### src/rtl/pmr_map.vh
`ifndef PMR_MAP_VH
`define PMR_MAP_VH
// ==========================================================
// register offsets on the device register port
`define PMR_C_VRMS 12'h24d
`define PMR_C_WATT 12'h250
`define PMR_C_VAR 12'h251
`define PMR_C_VA 12'h252
`define PMR_C_FVAR 12'h254
`define PMR_C_PF 12'h256
`define PMR_C_REGION 12'h25d
`define PMR_N_WAVE 12'h265
`define PMR_N_RMS 12'h266
`define PMR_ISUM_RMS 12'h269
`define PMR_VERSION 12'h26a
`define PMR_A_WATT_ACC 12'h2e5
`define PMR_A_WATT_LO 12'h2e6
`define PMR_A_WATT_HI 12'h2e7
`define PMR_A_VAR_ACC 12'h2ef
`define PMR_A_VAR_LO 12'h2f0
`define PMR_A_VAR_HI 12'h2f1
`define PMR_A_VA_ACC 12'h2f9
`define PMR_A_VA_LO 12'h2fa
`define PMR_A_VA_HI 12'h2fb
`define PMR_A_FVAR_ACC 12'h30d
`define PMR_A_FVAR_LO 12'h30e
`define PMR_A_FVAR_HI 12'h30f
`define PMR_B_WATT_ACC 12'h321
`define PMR_B_WATT_LO 12'h322
`define PMR_B_WATT_HI 12'h323
`define PMR_B_VAR_ACC 12'h32b
// ==========================================================
// reset values
`define PMR_RST_ZERO 32'h00000000
`define PMR_RST_REGION 32'h0000000f
// version code shown once running; value is arbitrary
`define PMR_VERSION_VAL 32'h00000001
// ==========================================================
// energy_power_config fields
`define PMR_EPC_ACC_EN 0
`define PMR_EPC_RST_MODE 1
// ==========================================================
// timing
`define PMR_CLK_HZ 25000000
`define PMR_SAMPLE_HZ 4000
`define PMR_PF_PERIOD_MS 1024
`define PMR_PF_SAMPLES (`PMR_PF_PERIOD_MS * `PMR_SAMPLE_HZ / 1000)
`define PMR_CLK_PER_SAMPLE (`PMR_CLK_HZ / `PMR_SAMPLE_HZ)
`endif

### src/rtl/pmr_regs.v
// Overview of operation
// - phase C voltage rms register refreshes every 4 kSPS sample
// - phase C active and reactive power registers refresh every 4 kSPS sample
// - phase C apparent and fundamental reactive power refresh every sample
// - phase C power factor refreshes once per 1.024 s only
// - region register shows calibration set in use when multipoint enabled; resets 0xf
// - neutral current waveform register refreshes every 4 kSPS sample
// - neutral current rms has its own read-only register
// - current-sum rms has its own read-only register
// - version reads valid only after run is set; software must set run first
// - power accumulators latch after programmed count of 4 kSPS samples
// - each energy except phase B reactive is a low and a high 32-bit register at consecutive offsets
// - energy pairs update per energy/power config and accumulation time
// - all result registers 32-bit, read-only, zero at reset except region
// - current-sum rms above threshold raises mismatch flag
`timescale 1ns/1ns
`include "pmr_map.vh"

// ==========================================================
// one power channel: sample accumulator plus energy pair
module pmr_chan (
  input wire core_clk,
  input wire nrst,
  input wire sample_en,
  input wire pwr_done,
  input wire egy_done,
  input wire egy_en,
  input wire egy_rst_mode,
  input wire [31:0] power_in,
  output wire [31:0] accum,
  output wire [31:0] energy_lo,
  output wire [31:0] energy_hi
);
  reg [31:0] pwr_sum_q;
  reg [31:0] accum_q;
  reg [63:0] egy_sum_q;
  reg [31:0] lo_q;
  reg [31:0] hi_q;
  wire [63:0] power_ext;
  wire [63:0] egy_next;

  assign power_ext = {{32{power_in[31]}}, power_in};
  assign egy_next = egy_sum_q + power_ext;

  // power accumulation; the closing sample is folded into the result
  always @(posedge core_clk or negedge nrst) begin
    if (!nrst) begin
      pwr_sum_q <= `PMR_RST_ZERO;
      accum_q <= `PMR_RST_ZERO;
    end else if (sample_en) begin
      if (pwr_done) begin
        accum_q <= pwr_sum_q + power_in;
        pwr_sum_q <= `PMR_RST_ZERO;
      end else begin
        pwr_sum_q <= pwr_sum_q + power_in;
      end
    end
  end

  // energy accumulation; both halves load together so a host
  // reading low then high between updates sees one value
  always @(posedge core_clk or negedge nrst) begin
    if (!nrst) begin
      egy_sum_q <= 64'h0000000000000000;
      lo_q <= `PMR_RST_ZERO;
      hi_q <= `PMR_RST_ZERO;
    end else if (sample_en && egy_en) begin
      if (egy_done) begin
        lo_q <= egy_next[31:0];
        hi_q <= egy_next[63:32];
        if (egy_rst_mode) begin
          egy_sum_q <= 64'h0000000000000000;
        end else begin
          egy_sum_q <= egy_next;
        end
      end else begin
        egy_sum_q <= egy_next;
      end
    end
  end

  assign accum = accum_q;
  assign energy_lo = lo_q;
  assign energy_hi = hi_q;
endmodule

// ==========================================================
// result register bank
module pmr_regs #(
  parameter CLK_PER_SAMPLE = `PMR_CLK_PER_SAMPLE
) (
  input wire core_clk,
  input wire nrst,
  input wire run,
  input wire multipoint_comp_enable,
  input wire [15:0] power_accum_sample_count,
  input wire [15:0] energy_accum_time,
  input wire [1:0] energy_power_config,
  input wire [31:0] current_sum_threshold,
  input wire [31:0] c_vrms_in,
  input wire [31:0] c_watt_in,
  input wire [31:0] c_var_in,
  input wire [31:0] c_va_in,
  input wire [31:0] c_fvar_in,
  input wire [31:0] c_pf_in,
  input wire [3:0] c_region_in,
  input wire [31:0] n_wave_in,
  input wire [31:0] n_rms_in,
  input wire [31:0] isum_rms_in,
  input wire [31:0] a_watt_in,
  input wire [31:0] a_var_in,
  input wire [31:0] a_va_in,
  input wire [31:0] a_fvar_in,
  input wire [31:0] b_watt_in,
  input wire [31:0] b_var_in,
  input wire rd_en,
  input wire [11:0] rd_addr,
  output wire [31:0] rd_data,
  output wire rd_ack,
  output wire current_sum_mismatch_flag
);
  // ========================================================
  // sample rate divider
  reg [15:0] div_q;
  reg sample_en_q;
  wire div_last;

  assign div_last = (div_q == CLK_PER_SAMPLE[15:0] - 16'h0001);

  // the divider idles while stopped so the first sample after
  // run lands a full period later, never on a stale phase
  always @(posedge core_clk or negedge nrst) begin
    if (!nrst) begin
      div_q <= 16'h0000;
      sample_en_q <= 1'b0;
    end else if (!run) begin
      div_q <= 16'h0000;
      sample_en_q <= 1'b0;
    end else begin
      div_q <= div_last ? 16'h0000 : div_q + 16'h0001;
      sample_en_q <= div_last;
    end
  end

  // ========================================================
  // sample counters for power, energy and power factor
  reg [15:0] pwr_cnt_q;
  reg [15:0] egy_cnt_q;
  reg [11:0] pf_cnt_q;
  wire [16:0] pwr_cnt_nx;
  wire [16:0] egy_cnt_nx;
  wire pwr_done;
  wire egy_done;
  wire pf_done;
  wire egy_en;
  wire egy_rst_mode;

  assign pwr_cnt_nx = {1'b0, pwr_cnt_q} + 17'h00001;
  assign egy_cnt_nx = {1'b0, egy_cnt_q} + 17'h00001;
  // a zero count behaves as one sample per interval
  assign pwr_done = (pwr_cnt_nx >= {1'b0, power_accum_sample_count});
  assign egy_done = (egy_cnt_nx >= {1'b0, energy_accum_time});
  assign pf_done = (pf_cnt_q == `PMR_PF_SAMPLES - 1);
  assign egy_en = energy_power_config[`PMR_EPC_ACC_EN];
  assign egy_rst_mode = energy_power_config[`PMR_EPC_RST_MODE];

  // counters move only on sample pulses; while run is low they hold,
  // so an interval resumes where it stopped rather than restarting
  always @(posedge core_clk or negedge nrst) begin
    if (!nrst) begin
      pwr_cnt_q <= 16'h0000;
      egy_cnt_q <= 16'h0000;
      pf_cnt_q <= 12'h000;
    end else if (sample_en_q) begin
      pwr_cnt_q <= pwr_done ? 16'h0000 : pwr_cnt_nx[15:0];
      if (egy_en) begin
        egy_cnt_q <= egy_done ? 16'h0000 : egy_cnt_nx[15:0];
      end
      pf_cnt_q <= pf_cnt_q + 12'h001;
    end
  end

  // ========================================================
  // instantaneous results, refreshed on each sample
  reg [31:0] c_vrms_q;
  reg [31:0] c_watt_q;
  reg [31:0] c_var_q;
  reg [31:0] c_va_q;
  reg [31:0] c_fvar_q;
  reg [31:0] c_pf_q;
  reg [31:0] c_region_q;
  reg [31:0] n_wave_q;
  reg [31:0] n_rms_q;
  reg [31:0] isum_rms_q;
  reg [31:0] version_q;
  reg mismatch_q;

  always @(posedge core_clk or negedge nrst) begin
    if (!nrst) begin
      c_vrms_q <= `PMR_RST_ZERO;
      c_watt_q <= `PMR_RST_ZERO;
      c_var_q <= `PMR_RST_ZERO;
      c_va_q <= `PMR_RST_ZERO;
      c_fvar_q <= `PMR_RST_ZERO;
      n_wave_q <= `PMR_RST_ZERO;
      n_rms_q <= `PMR_RST_ZERO;
      isum_rms_q <= `PMR_RST_ZERO;
    end else if (sample_en_q) begin
      c_vrms_q <= c_vrms_in;
      c_watt_q <= c_watt_in;
      c_var_q <= c_var_in;
      c_va_q <= c_va_in;
      c_fvar_q <= c_fvar_in;
      n_wave_q <= n_wave_in;
      n_rms_q <= n_rms_in;
      isum_rms_q <= isum_rms_in;
    end
  end

  // power factor is slow on purpose: it follows the 1.024 s period
  always @(posedge core_clk or negedge nrst) begin
    if (!nrst) begin
      c_pf_q <= `PMR_RST_ZERO;
    end else if (sample_en_q && pf_done) begin
      c_pf_q <= c_pf_in;
    end
  end

  // region falls back to its reset code while multipoint is off
  // only the low nibble carries the set number; upper bits read zero
  always @(posedge core_clk or negedge nrst) begin
    if (!nrst) begin
      c_region_q <= `PMR_RST_REGION;
    end else if (!multipoint_comp_enable) begin
      c_region_q <= `PMR_RST_REGION;
    end else if (sample_en_q) begin
      c_region_q <= {28'h0000000, c_region_in};
    end
  end

  // version reads zero until measurements have been started
  always @(posedge core_clk or negedge nrst) begin
    if (!nrst) begin
      version_q <= `PMR_RST_ZERO;
    end else if (run) begin
      version_q <= `PMR_VERSION_VAL;
    end
  end

  // mismatch level follows the latched sum rms against threshold
  // a level only; any sticky status bit is kept by the status logic
  always @(posedge core_clk or negedge nrst) begin
    if (!nrst) begin
      mismatch_q <= 1'b0;
    end else begin
      mismatch_q <= (isum_rms_q > current_sum_threshold);
    end
  end

  // ========================================================
  // accumulated power and energy channels
  wire [31:0] a_watt_acc;
  wire [31:0] a_watt_lo;
  wire [31:0] a_watt_hi;
  wire [31:0] a_var_acc;
  wire [31:0] a_var_lo;
  wire [31:0] a_var_hi;
  wire [31:0] a_va_acc;
  wire [31:0] a_va_lo;
  wire [31:0] a_va_hi;
  wire [31:0] a_fvar_acc;
  wire [31:0] a_fvar_lo;
  wire [31:0] a_fvar_hi;
  wire [31:0] b_watt_acc;
  wire [31:0] b_watt_lo;
  wire [31:0] b_watt_hi;
  wire [31:0] b_var_acc;
  wire [191:0] ch_pwr;
  wire [191:0] ch_acc;
  wire [191:0] ch_lo;
  wire [191:0] ch_hi;

  assign ch_pwr = {b_var_in, b_watt_in, a_fvar_in, a_va_in, a_var_in, a_watt_in};
  assign {b_var_acc, b_watt_acc, a_fvar_acc, a_va_acc, a_var_acc, a_watt_acc} = ch_acc;
  assign {a_fvar_lo, a_va_lo, a_var_lo, a_watt_lo} = ch_lo[127:0];
  assign {a_fvar_hi, a_va_hi, a_var_hi, a_watt_hi} = ch_hi[127:0];
  assign b_watt_lo = ch_lo[159:128];
  assign b_watt_hi = ch_hi[159:128];

  // six identical channels share the interval counters, so every
  // accumulator and energy pair closes on the same sample;
  // the phase B reactive pair is kept internal and has no offset here,
  // which leaves its energy halves unread on purpose
  genvar gi;
  generate
    for (gi = 0; gi < 6; gi = gi + 1) begin : g_chan
      // the last channel's energy pair is left unmapped
      pmr_chan u_chan (
        .core_clk(core_clk),
        .nrst(nrst),
        .sample_en(sample_en_q),
        .pwr_done(pwr_done),
        .egy_done(egy_done),
        .egy_en(egy_en),
        .egy_rst_mode(egy_rst_mode),
        .power_in(ch_pwr[gi*32 +: 32]),
        .accum(ch_acc[gi*32 +: 32]),
        .energy_lo(ch_lo[gi*32 +: 32]),
        .energy_hi(ch_hi[gi*32 +: 32])
      );
    end
  endgenerate

  // ========================================================
  // read port: data and ack one cycle after the strobe
  reg [31:0] rd_mux;
  reg [31:0] rd_data_q;
  reg rd_ack_q;

  // unmapped offsets read zero; writes have no path here
  always @* begin
    rd_mux = `PMR_RST_ZERO;
    case (rd_addr)
      `PMR_C_VRMS: rd_mux = c_vrms_q;
      `PMR_C_WATT: rd_mux = c_watt_q;
      `PMR_C_VAR: rd_mux = c_var_q;
      `PMR_C_VA: rd_mux = c_va_q;
      `PMR_C_FVAR: rd_mux = c_fvar_q;
      `PMR_C_PF: rd_mux = c_pf_q;
      `PMR_C_REGION: rd_mux = c_region_q;
      `PMR_N_WAVE: rd_mux = n_wave_q;
      `PMR_N_RMS: rd_mux = n_rms_q;
      `PMR_ISUM_RMS: rd_mux = isum_rms_q;
      `PMR_VERSION: rd_mux = version_q;
      `PMR_A_WATT_ACC: rd_mux = a_watt_acc;
      `PMR_A_WATT_LO: rd_mux = a_watt_lo;
      `PMR_A_WATT_HI: rd_mux = a_watt_hi;
      `PMR_A_VAR_ACC: rd_mux = a_var_acc;
      `PMR_A_VAR_LO: rd_mux = a_var_lo;
      `PMR_A_VAR_HI: rd_mux = a_var_hi;
      `PMR_A_VA_ACC: rd_mux = a_va_acc;
      `PMR_A_VA_LO: rd_mux = a_va_lo;
      `PMR_A_VA_HI: rd_mux = a_va_hi;
      `PMR_A_FVAR_ACC: rd_mux = a_fvar_acc;
      `PMR_A_FVAR_LO: rd_mux = a_fvar_lo;
      `PMR_A_FVAR_HI: rd_mux = a_fvar_hi;
      `PMR_B_WATT_ACC: rd_mux = b_watt_acc;
      `PMR_B_WATT_LO: rd_mux = b_watt_lo;
      `PMR_B_WATT_HI: rd_mux = b_watt_hi;
      `PMR_B_VAR_ACC: rd_mux = b_var_acc;
      default: rd_mux = `PMR_RST_ZERO;
    endcase
  end

  // data holds between reads so a slow host may sample late
  // a strobe on every cycle is served back to back without a wait
  always @(posedge core_clk or negedge nrst) begin
    if (!nrst) begin
      rd_data_q <= `PMR_RST_ZERO;
      rd_ack_q <= 1'b0;
    end else begin
      rd_ack_q <= rd_en;
      if (rd_en) begin
        rd_data_q <= rd_mux;
      end
    end
  end

  assign rd_data = rd_data_q;
  assign rd_ack = rd_ack_q;
  assign current_sum_mismatch_flag = mismatch_q;
endmodule

### config.mk
export PLATFORM = sky130hd
export DESIGN_NAME = pmr_regs
export DESIGN_NICKNAME = d
export VERILOG_FILES = /design/src/rtl/pmr_regs.v
export VERILOG_INCLUDE_DIRS = /design/src /design/src/rtl
export SDC_FILE = /design/constraint.sdc
export NUM_CORES = 2
export LEC_CHECK = 0
export BUFFER_PORTS_ARGS = -buffer_cell sky130_fd_sc_hd__buf_2
export CORE_MARGIN = 4
export CORE_UTILIZATION = 50
export DETAILED_ROUTE_END_ITERATION = 7
export GPL_TIMING_DRIVEN = 0
export PLACE_DENSITY_LB_ADDON = 0.1
export SETUP_SLACK_MARGIN = 0.02
export SYNTH_ARGS = -nofsm -noshare
export SYNTH_HDL_FRONTEND = slang
export SYNTH_SLANG_ARGS = --single-unit
### constraint.sdc
create_clock -name core_clk -period 6.15 [get_ports core_clk]
set_clock_uncertainty 0.05 [all_clocks]
set_input_delay 0.3075 -clock core_clk [delete_from_list [all_inputs] [get_ports core_clk]]
set_output_delay 0.3075 -clock core_clk [all_outputs]
set_load 0.01 [all_outputs]
# After elaboration in Yosys (flattened, before gate mapping)
# Index checks and enable logic that the tools add are counted.
[word_totals] wordCells=123 output_inout_bits=34 ff_bits=1440
[classes] n_addsub=15 n_eq_ne=30 n_lt_le_gt_ge=3 n_mux=24 reduce_logical=5
[ops] operator="$pmux W32 S27" count=1
[ops] operator="$mux W64" count=10
[ops] operator="$eq A12 B10 Y1 const B" count=27
[ops] operator="$add A64 B64 Y64" count=5
[ops] operator="$mux W32" count=8
[ops] operator="$add A32 B32 Y32" count=6
[ops] operator="$mux W16" count=4
[ops] operator="$add A16 B1 Y17 const B" count=2
[ops] operator="$ge A17 B16 Y1" count=2
[ops] operator="$gt A32 B32 Y1" count=1
[ops] operator="$add A16 B1 Y16 const B" count=1
[ops] operator="$eq A16 B13 Y1 const B" count=1
[ops] operator="$add A12 B1 Y12 const B" count=1
[ops] operator="$eq A12 B12 Y1 const B" count=1
[ops] operator="$reduce_and A2 Y1" count=3
[ops] operator="$logic_and A1 B1 Y1" count=2
[ops] operator="$ne A2 B1 Y1 const B" count=1
[ops] operator="$mux W1" count=1

# Depth between registers and ports, before layout
[logic_depth] depth_word=3 mapped_depth=20 depth_no_buf=17

# Modules after synthesis
# Synthesis repeated with hierarchy kept, for this count alone.
[hier_totals] cells_unflattened=10564 hier_area_um2=97960.2
[by_module_without_submodules] module="pmr_chan (g_chan[0].u_chan ...)" seq_area_each_um2=4804.6 cells_each=1437 area_each_um2=12809.8 instances=3
[by_module_without_submodules] module="pmr_chan (g_chan[4].u_chan ...)" seq_area_each_um2=4804.6 cells_each=1404 area_each_um2=12319.3 instances=2
[by_module_without_submodules] module="pmr_regs" seq_area_each_um2=9714.3 cells_each=2043 area_each_um2=22462.8 instances=1
[by_module_without_submodules] module="pmr_chan (g_chan[3].u_chan)" seq_area_each_um2=4804.6 cells_each=1402 area_each_um2=12429.4 instances=1

# Worst setup path after synthesis
# No wires, ideal clock.
[synth_timing] kind="reg-to-reg" startpoint="reg pwr_cnt_q[2]" endpoint="reg g_chan[5].u_chan.accum_q[10]" setup_time_ps=125 t_required_ps=5975 arrival_time_ps=3538 slack_ps=2437 stages_incl_launch_ff=19 path_cell_list="dfrtp_1 > and2_1 > and4_1 > nand2_1 > nor2_1 > xor2_1 > ha_1 > and3_1 > nand3_1 > a21oi_1 > or4_1 > a21oi_1 > or4_1 > nand4_2 > nand2_2 > buf_2 > buf_2 > buf_2 > mux2_2"
[synth_via] elab_chain_cells=3
[synth_lines] item="from (decl)" line_no="pmr_regs.v:147" source="reg [15:0] pwr_cnt_q;"
[synth_lines] item="from (signal assigned)" line_no="pmr_regs.v:175" source="pwr_cnt_q <= pwr_done ? 16'h0000 : pwr_cnt_nx[15:0];"
[synth_lines] item="$add A16 B1 Y17" line_no="pmr_regs.v:158" source="assign pwr_cnt_nx = {1'b0, pwr_cnt_q} + 17'h00001;"
[synth_lines] item="$ge A17 B16 Y1" line_no="pmr_regs.v:161" source="assign pwr_done = (pwr_cnt_nx >= {1'b0, power_accum_sample_count});"
[synth_lines] item="$reduce_and A2 Y1 (no source line)"
[synth_lines] item="to (signal assigned)" line_no="pmr_regs.v:49" source="accum_q <= `PMR_RST_ZERO;"
[synth_lines] item="to (signal assigned)" line_no="pmr_regs.v:52" source="accum_q <= pwr_sum_q + power_in;"
[synth_lines] item="to (decl)" line_no="pmr_regs.v:35" source="reg [31:0] accum_q;"
# No other way between the ends.
# A chain may end at the register's enable or synchronous reset.

# Final worst setup path
[layout_timing] startpoint="in rd_addr[1]" endpoint="reg rd_data_q[20] (netlist: rd_data[20])"
[layout_via] elab_chain_cells=2 word_cells_on_any_way=28 cone_classes="eq/ne (27); mux (1)"
[layout_lines] item="from (decl)" line_no="pmr_regs.v:117" source="input wire [11:0] rd_addr,"
[layout_lines] item="$eq A12 B10 Y1" line_no="pmr_regs.v:323" source="case (rd_addr)"
[layout_lines] item="$pmux W32 S27 (*)" line_no="pmr_regs.v:323"
[layout_lines] item="to (signal assigned)" line_no="pmr_regs.v:359" source="rd_data_q <= `PMR_RST_ZERO;"
[layout_lines] item="to (signal assigned)" line_no="pmr_regs.v:364" source="rd_data_q <= rd_mux;"
[layout_lines] item="to (decl)" line_no="pmr_regs.v:317" source="reg [31:0] rd_data_q;"
# Mark *: on every way between the ends. The rest lies on a longest branch, timed or not.

==> summary.md <==
| Metric | Value |
|---|---|
| Max rail drop VDD | `0.2841 mV` |
| FF-to-FF path depth | `20` |
| First-pass GRT wire length | `593,700 um` |
| Setup bufs post-CTS | `0` |
| Synth Cell Area | `0.08627 sq mm` |
| Fill cell count | `15,040` |
| Logic pwr share | `9.0%` |
| DR vias/cell | `6.588` |
| Min Tclk post-route | `5.988 ns` |
| Crit path DAT | `6.64 ns` |
| Die height | `423.4 um` |
| Sw frac | `26.43%` |
| Hold path depth | `5` |
| Total power | `0.02206 W` |
| Initial DRT Pass Iterations | `8` |
| Ratio of cells with drive above 1 in the final layout | `13.91%` |
| Internal cell power | `0.01623 W` |
| Vias in the first global route | `81,000` |
| Number of port buffers | `600` |
| Mapped Cells | `9,208` |
| Max Freq | `167.0 MHz` |
| Max FO, Critical Path | `10` |
| Total leakage power | `50.51 nW` |
| Clock latency of the later-clocked register in the worst-skew pair | `0.86 ns` |
| P_sw | `0.005830 W` |
| TritonCTS clock tree | `yes` |
| I/O pin total | `601` |
| Root Buffer | `clkbuf_16` |
| Synth Warn # | `0` |
| RSZ-0062 raised after global routing | `no` |
| Row count | `152` |
| CORE AREA | `0.1715 sq mm` |
| Post-Place Cells | `12,140` |
| Post-layout utilization of the core | `59.34%` |
| Setup TNS | `0 ns` |
| Most frequent cells in the layout | `nand2_1, dfrtp_1, buf_2` |
| Hold crit path type | `input port to register` |
| Total GRT Usage | `46.31%` |
| Drt total wl | `427,000 um` |
| Seq pwr share | `42.1%` |
| Drc violations | `2` |
| Initial Util | `50.29%` |
| Die Footprint | `0.1792 sq mm` |
| Vias | `84,410` |
| Post-Syn Nets | `10,360` |
| Largest net degree at the start of global routing | `166` |
| P&R area growth vs syn | `18.00%` |
| DRT antenna net count | `0` |
| Power per Cell Area | `216.7 mW/mm^2` |
| Synth cell types | `101` |
| EDFF count, synth | `0` |
| Setup crit start kind | `input port` |
| Most common cell after layout, fill and taps aside | `nand2_1` |
| Asr flop ratio synth | `100.0%` |
| Post-layout nets | `11,460` |
| Syn Area/Cell | `9.369 sq um` |
| Max Buffers Root-to-Sink | `3` |
| Hold Fails Final Rpt | `0` |
| Least-Margin Pin Slew | `1.697 ns` |
| Crit Path Category | `input port to register` |
| Antenna violations before repair | `73` |
| #FFs+latches synth | `1,412` |
| Fin crit share | `97.37%` |
| CTS Sinks | `1,412` |
| Clock power frac | `48.9%` |
| Worst-path clk slew | `0.06 ns` |
| Remaining Overflow, GRT | `0` |
| Top_reg_cell synth | `dfrtp_1` |
| 1st-iter DRT viols | `10,360` |
| Post-DP HPWL | `331,600 um` |
| WL per Instance | `33.33 um` |
| CTS buffer count | `165` |
| Max-cap viol count | `14` |
| Req. time, crit path | `6.80 ns` |
| Failing checks | `DRC, capacitance limit, slew limit` |
| Sequential area share after synthesis | `40.96%` |
| Die W | `423.4 um` |
| H-tree depth reported by CTS | `4` |
| Placer Congestion | `1.096` |
| Slew headroom | `-13.13%` |
| CP Capture Type | `register` |
| Non-filler instance count after layout | `12,810` |
| Final setup violation count | `0` |
| Max Transition Viols Final | `106` |
| Run status | `complete, but fails checks` |
[through the flow]
stage          setup slack (ns)  cell area, sq um  hold slack [ns]
2_1_floorplan             2.437             86270         -0.03809
3_3_place_gp             -27.09             92160           0.4004
3_5_place_dp            -0.1225             92620           0.2634
4_1_cts                 0.06818            101600         0.003707
5_1_grt                  0.1258            101700          0.03335
6_report                 0.1620            101800          0.03557
[worst paths after layout]
check | start | slack [ns] | end
worst min-delay path | current_sum_threshold[0] | 0.04 | current_sum_mismatch_flag$_DFF_PN0_
max in group asynchronous | nrst | 2.14 | g_chan[0].u_chan.egy_sum_q[22]$_DFFE_PN0P_
worst max register to register | pwr_cnt_q[2]$_DFFE_PN0P_ | 0.35 | g_chan[0].u_chan.accum[2]$_DFFE_PN0P_
worst min register to register | pf_cnt_q[11]$_DFFE_PN0P_ | 0.42 | pf_cnt_q[11]$_DFFE_PN0P_
worst max-delay path | rd_addr[1] | 0.16 | rd_data[20]$_DFFE_PN0P_
min in group asynchronous | nrst | 0.49 | g_chan[2].u_chan.egy_sum_q[34]$_DFFE_PN0P_
[logic make-up (layout without fill, tap and decap cells)]
group	after synthesis	count (layout)	share of synthesized area, %
AO/OA/AOI/OAI	2854	2854	22.78
XOR/XNOR	532	532	5.417
adder cells (fa/ha/maj)	581	581	8.522
buffers and inverters	767	2011	3.468
flip-flops	1412	1412	40.96
multiplexers	393	393	5.069
other	0	50	0
AND/OR/NAND/NOR	2669	2669	13.78
[flip-flops by register name, summed over array words and instances, names as in the netlist, 4 cells and up]
signal and flops:
rd_data 32, g_chan.u_chan.pwr_sum_q 192, g_chan.u_chan.egy_sum_q 320, pf_cnt_q 12, n_wave_q 32, c_watt_q 32
c_pf_q 32, div_q 16, g_chan.u_chan.energy_lo 160, g_chan.u_chan.energy_hi 160, n_rms_q 32, c_var_q 32
pwr_cnt_q 16, c_fvar_q 32, isum_rms_q 32, egy_cnt_q 16, g_chan.u_chan.accum 192, c_vrms_q 32
c_region_q 4, c_va_q 32
[cell usage after synthesis (86+ instances only)]
library cell | instances | area (sq um)
clkbuf_1 | 418 | 1569
inv_1 | 240 | 900.9
a21o_1 | 335 | 2515
nand3_1 | 145 | 725.7
o21bai_1 | 98 | 735.7
o2bb2ai_1 | 113 | 989.7
nand2_1 | 1458 | 5473
dfrtp_1 | 1408 | 35230
ha_1 | 570 | 7132
a21oi_1 | 540 | 2703
nand4_1 | 165 | 1032
nor3_1 | 102 | 510.5
a22oi_1 | 145 | 1089
o21ai_0 | 626 | 3133
mux2_2 | 351 | 3953
nor2_1 | 393 | 1475
xor2_1 | 225 | 1971
buf_2 | 86 | 430.4
a22o_1 | 314 | 2750
xnor2_1 | 306 | 2680
[area by class of cell]
type | count | area, sq um | share of cell area (%)
inverter | 241 | 904.6 | 0.8887
buffer | 525 | 2110 | 2.072
clock inverter | 74 | 1076 | 1.057
sequential | 1412 | 35340 | 34.72
antenna | 50 | 125.1 | 0.1229
clock buffer | 229 | 4742 | 4.659
timing repair buffer | 942 | 6609 | 6.492
multi-input combinational | 7029 | 48000 | 47.15
tap | 2310 | 2890 | 2.839
[power by group through the flow]
stage,sequential (W),combinational [W],clock (W)
floorplan,0.00947,0.000827,0
global placement,0.00948,0.00172,0
detailed placement,0.00946,0.00175,0
CTS,0.00930,0.00192,0.0107
global route,0.00929,0.00211,0.0112
finish,0.00929,0.00199,0.0108
[per-layer routing]
metal,vias up,global-route usage [%],wire [um]
met5,-,0,191
met4,28,41.94,47620
met3,1613,13.96,46040
met2,5479,66.91,178100
met1,41410,55.43,155100
li1,35870,-,-
[worst max-delay path, stage by stage]
cell	delay, ns
buf_2	0.18
clkbuf_1	0.53
nor2b_1	0.50
and3_1	0.35
clkbuf_1	0.28
clkbuf_1	0.55
a222oi_1	0.79
nand2_1	0.41
a211oi_1	1.32
nand4_1	0.68
a2111oi_0	0.58
o22ai_1	0.12
[timing repair]
| action | 4_1_cts | 5_1_grt |
|---|---|---|
| setup endpoints to repair | 114 | 238 |
| hold buffers | 318 | 0 |
| endpoints found under the hold margin | 475 | 0 |
| resized for setup | 3 | 14 |
Note: power is estimated with default switching activity, not from simulation.
